[config.mk]
export PLATFORM = sky130hd
export DESIGN_NAME = parallel_config_loader
export DESIGN_NICKNAME = d
export VERILOG_FILES = /design/src/parallel_config_loader_pkg.sv /design/src/parallel_config_loader.sv
export VERILOG_INCLUDE_DIRS = /design/src
export SDC_FILE = /design/constraint.sdc
export NUM_CORES = 1
export LEC_CHECK = 0
export CORE_AREA = 2 2 201 184
export DETAILED_ROUTE_END_ITERATION = 6
export DIE_AREA = 0 0 203 186
export DONT_BUFFER_PORTS = 1
export PLACE_DENSITY_LB_ADDON = 0.1
export SETUP_SLACK_MARGIN = 0.15
export SLEW_MARGIN = 20
export SYNTH_ARGS = -nofsm -noshare
export SYNTH_HDL_FRONTEND = slang
export SYNTH_SLANG_ARGS = --single-unit
[constraint.sdc]
create_clock -name clk -period 4.3 [get_ports clk]
set_input_delay 0.645 -clock clk [delete_from_list [all_inputs] [get_ports clk]]
set_output_delay 0.645 -clock clk [all_outputs]
set_load 0.02 [all_outputs]
[src/parallel_config_loader_map.svh]
// Offsets, field positions, reset values and timing counts of the parallel configuration loader.
// Assumes a 20 MHz system clock; times are kept in ns and turned into cycles here.
`ifndef PARALLEL_CONFIG_LOADER_MAP_SVH
`define PARALLEL_CONFIG_LOADER_MAP_SVH

// ****************************************************************
// Register offsets (byte addresses, one 32-bit word each)
// ****************************************************************
`define REG_CTRL_OFS        8'h00
`define REG_LENGTH_OFS      8'h04
`define REG_CHECK_OFS       8'h08
`define REG_STATE_OFS       8'h0c
`define REG_COUNT_OFS       8'h10

// ****************************************************************
// Field positions and reset values
// ****************************************************************
`define CTRL_INIT_CLK_BIT   0
`define STATE_ERROR_BIT     8
`define STATE_DONE_BIT      9
`define STATE_USER_BIT      10
`define CTRL_RESET          1'h0
`define LENGTH_RESET        32'h00000000
`define CHECK_RESET         32'h00000000

// ****************************************************************
// Timing (ns figures as specified, cycles derived from the clock)
// ****************************************************************
`define CLK_PERIOD_NS       50
`define REQ_TO_LOW_MAX_NS   600
`define REQ_TO_LOW_CYCLES   (`REQ_TO_LOW_MAX_NS / `CLK_PERIOD_NS)
`define STATUS_LOW_MIN_NS   268000
`define STATUS_LOW_MAX_NS   1506000
`define STATUS_LOW_CYCLES   ((`STATUS_LOW_MIN_NS + `CLK_PERIOD_NS - 1) / `CLK_PERIOD_NS)
`define INIT_OSC_MIN_NS     175000
`define INIT_OSC_MAX_NS     437000
`define INIT_OSC_CYCLES     ((`INIT_OSC_MIN_NS + `CLK_PERIOD_NS - 1) / `CLK_PERIOD_NS)
`define WORD_CLK_MIN_PER_NS 10
`define INIT_CLK_EN_NS      (4 * `WORD_CLK_MIN_PER_NS)
`define INIT_CLK_EN_CYCLES  ((`INIT_CLK_EN_NS + `CLK_PERIOD_NS - 1) / `CLK_PERIOD_NS)
`define INIT_USER_EDGES     8576
`define DONE_FALL_EDGES     2

`endif

[src/parallel_config_loader_pkg.sv]
// Types of the parallel configuration loader.
// Assumes the map header is included by every user of the timing counts.
package parallel_config_loader_pkg;

	// Load sequence, one-hot
	typedef enum logic [6:0]
	{
		ST_CLEAR  = 7'h01,
		ST_HOLD   = 7'h02,
		ST_LOAD   = 7'h04,
		ST_FINISH = 7'h08,
		ST_INIT   = 7'h10,
		ST_USER   = 7'h20,
		ST_ERROR  = 7'h40
	} load_state_t;

endpackage

[src/parallel_config_loader.sv]
// Device-side sequencer for the one-word-per-clock parallel configuration load.
// Assumes the host drives request, word clock and data asynchronously to clk,
// and that the status line is an open-drain wire resolved outside this module.
//
// What this block does
// - Sequence assumes one word per word clock
// - Load-complete low soon after request falls
// - Status low soon after request falls
// - Status low between 268 and 1506us
// - Release status soon after request rises
// - Capture each word on rising clock edge
// - Oscillator init: user mode 175-437us later
// - Init clock enabled 4 periods after done
// - User init clock: enable plus 8576 periods
// - Load-complete high only after clean image
// - User mode: all lines high, request restarts
`timescale 1ns/1ps
`include "parallel_config_loader_map.svh"

module parallel_config_loader
#(
	parameter int unsigned STATUS_LOW_CYCLES = `STATUS_LOW_CYCLES
)
(
	// Clock, reset, enable
	input  wire logic                clk,
	input  wire logic                resetn,
	input  wire logic                ce,
	// Host pins
	input  wire logic                cfg_request_n,
	input  wire logic                cfg_word_clock,
	input  wire logic [31:0]         cfg_data,
	input  wire logic                user_supplied_init_clock,
	input  wire logic                status_n_in,
	output logic                     status_n_out,
	output logic                     status_n_oe,
	output logic                     load_done,
	output logic                     user_mode,
	// Register port
	input  wire logic [7:0]          reg_addr,
	input  wire logic [31:0]         reg_wdata,
	input  wire logic                reg_write,
	input  wire logic                reg_read,
	output logic [31:0]              reg_rdata
);
	import parallel_config_loader_pkg::*;

	localparam int SYNC_W = 36;

	// ****************************************************************
	// Pin synchronisers
	// ****************************************************************
	logic [SYNC_W-1:0] sync_a_reg;
	logic [SYNC_W-1:0] sync_b_reg;
	logic              wclk_prev_reg;
	logic              uclk_prev_reg;
	logic              req_n_s;
	logic              status_s;
	logic              wclk_s;
	logic              uclk_s;
	logic [31:0]       data_s;
	logic              wclk_rise;
	logic              wclk_fall;
	logic              uclk_rise;

	// Every pin bit gets its own two-stage chain
	genvar g;
	generate
		for (g = 0; g < SYNC_W; g++)
		begin : g_sync
			always_ff @(posedge clk or negedge resetn)
			begin
				if (!resetn)
				begin
					sync_a_reg[g] <= 1'h0;
					sync_b_reg[g] <= 1'h0;
				end
				else if (ce)
				begin
					sync_a_reg[g] <= (g == 35) ? cfg_request_n :
						(g == 34) ? status_n_in :
						(g == 33) ? cfg_word_clock :
						(g == 32) ? user_supplied_init_clock : cfg_data[g % 32];
					sync_b_reg[g] <= sync_a_reg[g];
				end
			end
		end
	endgenerate

	assign req_n_s  = sync_b_reg[35];
	assign status_s = sync_b_reg[34];
	assign wclk_s   = sync_b_reg[33];
	assign uclk_s   = sync_b_reg[32];
	assign data_s   = sync_b_reg[31:0];

	// Edge history taken from the second stage only
	always_ff @(posedge clk or negedge resetn)
	begin
		if (!resetn)
		begin
			wclk_prev_reg <= 1'h0;
			uclk_prev_reg <= 1'h0;
		end
		else if (ce)
		begin
			wclk_prev_reg <= wclk_s;
			uclk_prev_reg <= uclk_s;
		end
	end

	// Data shares the clock's latency, so word and edge line up
	// rising and falling edge detect
	assign wclk_rise = wclk_s & ~wclk_prev_reg;
	assign wclk_fall = ~wclk_s & wclk_prev_reg;
	assign uclk_rise = uclk_s & ~uclk_prev_reg;

	// ****************************************************************
	// Registers
	// ****************************************************************
	logic        init_clk_opt_reg;
	logic [31:0] length_reg;
	logic [31:0] check_reg;

	// Software settings; a new value counts at once, also in a load under way
	always_ff @(posedge clk or negedge resetn)
	begin
		if (!resetn)
		begin
			init_clk_opt_reg <= `CTRL_RESET;
			length_reg       <= `LENGTH_RESET;
			check_reg        <= `CHECK_RESET;
		end
		else if (ce && reg_write)
		begin
			if (reg_addr == `REG_CTRL_OFS)
				init_clk_opt_reg <= reg_wdata[`CTRL_INIT_CLK_BIT];
			if (reg_addr == `REG_LENGTH_OFS)
				length_reg <= reg_wdata;
			if (reg_addr == `REG_CHECK_OFS)
				check_reg <= reg_wdata;
		end
	end

	// ****************************************************************
	// Load sequence
	// ****************************************************************
	load_state_t state_reg;
	logic [31:0] timer_reg;
	logic [31:0] word_count_reg;
	logic [31:0] xor_reg;
	logic [1:0]  fall_count_reg;
	logic        fall_armed_reg;
	logic        last_word;
	logic [31:0] xor_next;

	assign xor_next  = xor_reg ^ data_s;
	assign last_word = (word_count_reg + 32'h1 == length_reg);

	// request low restarts from any state but ST_CLEAR, whose count runs on
	always_ff @(posedge clk or negedge resetn)
	begin
		if (!resetn)
		begin
			state_reg      <= ST_CLEAR;
			timer_reg      <= 32'h0;
			word_count_reg <= 32'h0;
			xor_reg        <= 32'h0;
			fall_count_reg <= 2'h0;
			fall_armed_reg <= 1'h0;
		end
		else if (ce)
		begin
			if (!req_n_s && state_reg != ST_CLEAR)
			begin
				state_reg <= ST_CLEAR;
				timer_reg <= 32'h0;
			end
			else
			begin
				unique case (state_reg)
					// minimum low time counted from request fall
					ST_CLEAR:
					begin
						word_count_reg <= 32'h0;
						xor_reg        <= 32'h0;
						fall_count_reg <= 2'h0;
						fall_armed_reg <= 1'h0;
						if (timer_reg < STATUS_LOW_CYCLES)
							timer_reg <= timer_reg + 32'h1;
						// release once request is back high
						else if (req_n_s)
							state_reg <= ST_HOLD;
					end
					// wait while something outside holds status
					ST_HOLD:
					begin
						if (status_s)
							state_reg <= ST_LOAD;
					end
					// one word per clock, status released
					ST_LOAD:
					begin
						if (!status_s)
							state_reg <= ST_HOLD;
						else if (wclk_rise && length_reg != 32'h0)
						begin
							word_count_reg <= word_count_reg + 32'h1;
							xor_reg        <= xor_next;
							// done only with full and matching image
							if (last_word)
								state_reg <= (xor_next == check_reg) ? ST_FINISH : ST_ERROR;
						end
					end
					ST_FINISH:
					begin
						timer_reg <= 32'h0;
						// The last word's own trailing edge must not count, so a
						// fall only counts after a rise seen in this state
						if (wclk_rise)
							fall_armed_reg <= 1'h1;
						else if (wclk_fall && fall_armed_reg)
						begin
							fall_armed_reg <= 1'h0;
							fall_count_reg <= fall_count_reg + 2'h1;
							if (fall_count_reg == 2'(`DONE_FALL_EDGES - 1))
								state_reg <= ST_INIT;
						end
					end
					// oscillator path waits the minimum init time
					ST_INIT:
					begin
						if (!init_clk_opt_reg)
						begin
							if (timer_reg < 32'(`INIT_OSC_CYCLES - 1))
								timer_reg <= timer_reg + 32'h1;
							else
								state_reg <= ST_USER;
						end
						// init clock ignored until enable delay passes
						else if (timer_reg < 32'(`INIT_CLK_EN_CYCLES))
							timer_reg <= timer_reg + 32'h1;
						else if (uclk_rise)
						begin
							word_count_reg <= word_count_reg + 32'h1;
							if (word_count_reg >= length_reg + 32'(`INIT_USER_EDGES - 1))
								state_reg <= ST_USER;
						end
					end
					ST_USER:
						state_reg <= ST_USER;
					// Bad image: status stays low until a new request
					ST_ERROR:
						state_reg <= ST_ERROR;
					default:
						state_reg <= ST_CLEAR;
				endcase
			end
		end
	end

	// ****************************************************************
	// Pin outputs
	// ****************************************************************
	// Driven from the state one clock later, well inside 600 ns
	// low within two sync stages plus one
	always_ff @(posedge clk or negedge resetn)
	begin
		if (!resetn)
		begin
			status_n_out <= 1'h0;
			status_n_oe  <= 1'h1;
			load_done    <= 1'h0;
			user_mode    <= 1'h0;
		end
		else if (ce)
		begin
			status_n_out <= 1'h0;
			status_n_oe  <= !req_n_s || state_reg == ST_CLEAR || state_reg == ST_ERROR;
			load_done    <= req_n_s && (state_reg == ST_FINISH || state_reg == ST_INIT ||
				state_reg == ST_USER);
			user_mode    <= req_n_s && state_reg == ST_USER;
		end
	end

	// ****************************************************************
	// Register read
	// ****************************************************************
	// Unmapped offsets read zero; data stands one cycle after the strobe
	always_ff @(posedge clk or negedge resetn)
	begin
		if (!resetn)
			reg_rdata <= 32'h0;
		else if (ce && reg_read)
		begin
			unique case (reg_addr)
				`REG_CTRL_OFS:   reg_rdata <= {31'h0, init_clk_opt_reg};
				`REG_LENGTH_OFS: reg_rdata <= length_reg;
				`REG_CHECK_OFS:  reg_rdata <= check_reg;
				`REG_STATE_OFS:  reg_rdata <= {21'h0, user_mode, load_done,
					state_reg == ST_ERROR, 1'h0, state_reg};
				`REG_COUNT_OFS:  reg_rdata <= word_count_reg;
				default:         reg_rdata <= 32'h0;
			endcase
		end
	end

endmodule // parallel_config_loader

==> run metrics <==
outcome finished, violations left; failing checks negative hold slack; kind of critical path reg2reg; DRC Markers 0; routed len/inst 23.3 um; Initial Utilization 43.6%; Max Transition Viols Final 0; setup TNS 0 ns; Tot GR Track Use 25.5%; final WL 47.6 mm; Top FF cell, synth dfrtp_1; grt total ovfl 0; Die W 203 um; Syn Area/Cell 9.83 um2; Root Buffer clkbuf_16; internal power 5010 uW; clock buffer depth 3; crit end category flip-flop; port bufs 0; Place WS 0.184 ns; cell taking the most area after synthesis dfrtp_1; Final Instance Area 0.0172 mm2; asr flop ratio synth 100%; Die Y 186 um; critical path required time 4.79 ns; crit start category flip-flop; Final ANT Viol Nets 0; total die area 0.0378 mm2; Post-synth EDFFs 0; setup violators final 0; IO Pins 117; share of layout cells above drive strength 1 16.4%; cell area power density 400 mW/mm2; Flop pwr share 44.5%; antenna violations before repair 2; fin nets 1,659; Vias/cell 6.01; Worst Reg-to-Reg Cells 14; setup bufs post-CTS 0; unrepaired setup endpoints after global routing false; # rows 66; DRT Pass-1 Iters 7; WP data arrival 4.36 ns; Net Switching 1860 uW; Synth Cell Area 0.0155 mm2; Via Count 12,300; Worst Path Max Fanout 9; max FFs per register 36; largest net degree at the start of global routing 281; Pleak 0.00724 uW; Worst R2R Start length_reg[6]; H-tree Lvls 1; Syn Nets 1,696; Yosys top cell area share 44.9%; Tcrit/Tclk final 89.9%; Post-Syn Instances 1,577; CTS tree built; slowest CP cell dfrtp_1; FF-to-FF End state_reg[4]; Final min period 3.87 ns; Synth cell types 74; max_cap viols 0; worst hold path class in2async; vias in the first global route 11,900; Synth area leaders dfrtp_1 (45%), mux2_2 (9.7%), o21ai_0 (5.6%); Clk pwr share 42.4%; Slew Limit Headroom 42.3%; Clk pin slew, worst setup/hold paths 0.07 ns; later-pin clock latency in the skew report 0.61 ns; worst-case vdd ir drop 330 uV; final RePlAce weighted congestion 0.922; clock buffer count from CTS 30; DR iter-0 viols 1,049; cells along the critical path nand2b_1 > o31ai_1 > a21oi_1 > nor2_1 > nor4_1 > nand4_1 > xor2_1 > ha_1 > nand4_1 > o211ai_1 > a21oi_1 > a21boi_1 > buf_4 > mux2_2; Core Area 0.0356 mm2; final hold viol count 280; DP Area 0.0160 mm2; critical path's largest stage delay 0.56 ns; Yosys reg bits 280; final core occ 48.2%; WHS -0.258 ns; Synth Warn # 0; Post-DP HPWL 34.1 mm; Buf/Inv on CP 1; worst reg-to-reg setup slack 0.43 ns; Area Growth Syn to Fin 10.7%; Sw Share 27.0%; crit-path leading delay family simple AND/OR/NAND/NOR gates; Comb pwr share 13.2%; sequential share of the synthesized area 45.2%; final worst slack 0.434 ns; first-pass GRT wire length 73.3 mm; final setup skew 0.0464 ns; Tightest Pin Transition 0.863 ns; clk sink count 280; Peak Freq 259 MHz
## through the flow
stage,instances,total power (uW)
floorplan,1577,3710
global placement,1984,3980
detailed placement,1984,4000
CTS,2037,6940
global route,2039,7160
finish,2040,6860
## worst max-delay path by stage
stage	from	end	slack, ns	cells past startpoint
floorplan	length_reg[3]	state_reg[6]	0.53	18
global placement	length_reg[4]	state_reg[4]	0.22	17
detailed placement	length_reg[4]	state_reg[4]	0.18	17
CTS	length_reg[4]	state_reg[4]	0.15	17
global route	length_reg[4]	state_reg[4]	0.17	16
finish	length_reg[6]	state_reg[4]	0.43	14
## cell families after synthesis
| kind of cell | count (synthesis) | synth area share [%] |
|---|---|---|
| XOR/XNOR | 127 | 7.22 |
| adder cells (fa/ha/maj) | 38 | 3.07 |
| AO/OA/AOI/OAI | 351 | 14.2 |
| buffers and inverters | 136 | 3.46 |
| AND/OR/NAND/NOR | 503 | 16.6 |
| flip-flops | 280 | 45.2 |
| other | 1 | 0.0242 |
| multiplexers | 141 | 10.2 |
## power groups by stage
stage | combinational [uW] | clock (uW) | sequential, uW
finish | 906 | 2910 | 3050
detailed placement | 910 | 0 | 3090
global placement | 897 | 0 | 3090
global route | 1010 | 3070 | 3080
CTS | 912 | 2980 | 3050
floorplan | 712 | 0 | 3000
## layer usage
layer	GRT usage [%]	up-vias	share of wire [%]	routed length [um]
li1	-	5663	-	-
met1	36.0	6120	45	21300
met3	3.66	77	6.6	3140
met4	8.26	0	3.1	1480
met2	40.4	394	45	21600
met5	0	-	0	0
## synthesized netlist by cell type (all sizes together), types with 20 or more instances
library cell and number:
nor2 118, xnor2 94, nand4 36, inv 20, a21oi 43, nand2 137
o21ai 173, clkbuf 89, xor2 33, a222oi 32, and3 21, buf 27
dfrtp 278, nor4 34, ha 38, nand3 33, nor3 23, o31ai 25
mux2 138
## layout by cell type, fill, tap and decap left out, types with 32 or more instances in the layout
| cell type | synthesis | final |
|---|---|---|
| xnor2_1 | 93 | 93 |
| xor2_1 | 33 | 33 |
| nand2_1 | 137 | 137 |
| a222oi_1 | 32 | 32 |
| o21ai_0 | 172 | 171 |
| mux2_2 | 134 | 134 |
| nand3_1 | 32 | 32 |
| ha_1 | 38 | 38 |
| buf_4 | 1 | 46 |
| nand4_1 | 35 | 35 |
| nor2_1 | 118 | 117 |
| a21oi_1 | 43 | 42 |
| dfrtp_1 | 278 | 278 |
## what timing repair did
item	in CTS	in global routing
hold endpoints to repair	280	279
setup endpoints to repair	0	7
gates resized for setup	0	4
## area by class of cell
cell class,count,area [um2]
clock inverters,16,289
diodes,3,7.51
clock buffers,37,827
fillers,3351,18400
flip-flops and latches,280,7010
well taps,476,596
repair buffers,47,365
inverters,20,75.1
multi-input cells,1161,7990
No activity file was read; power rests on OpenSTA's default activity.
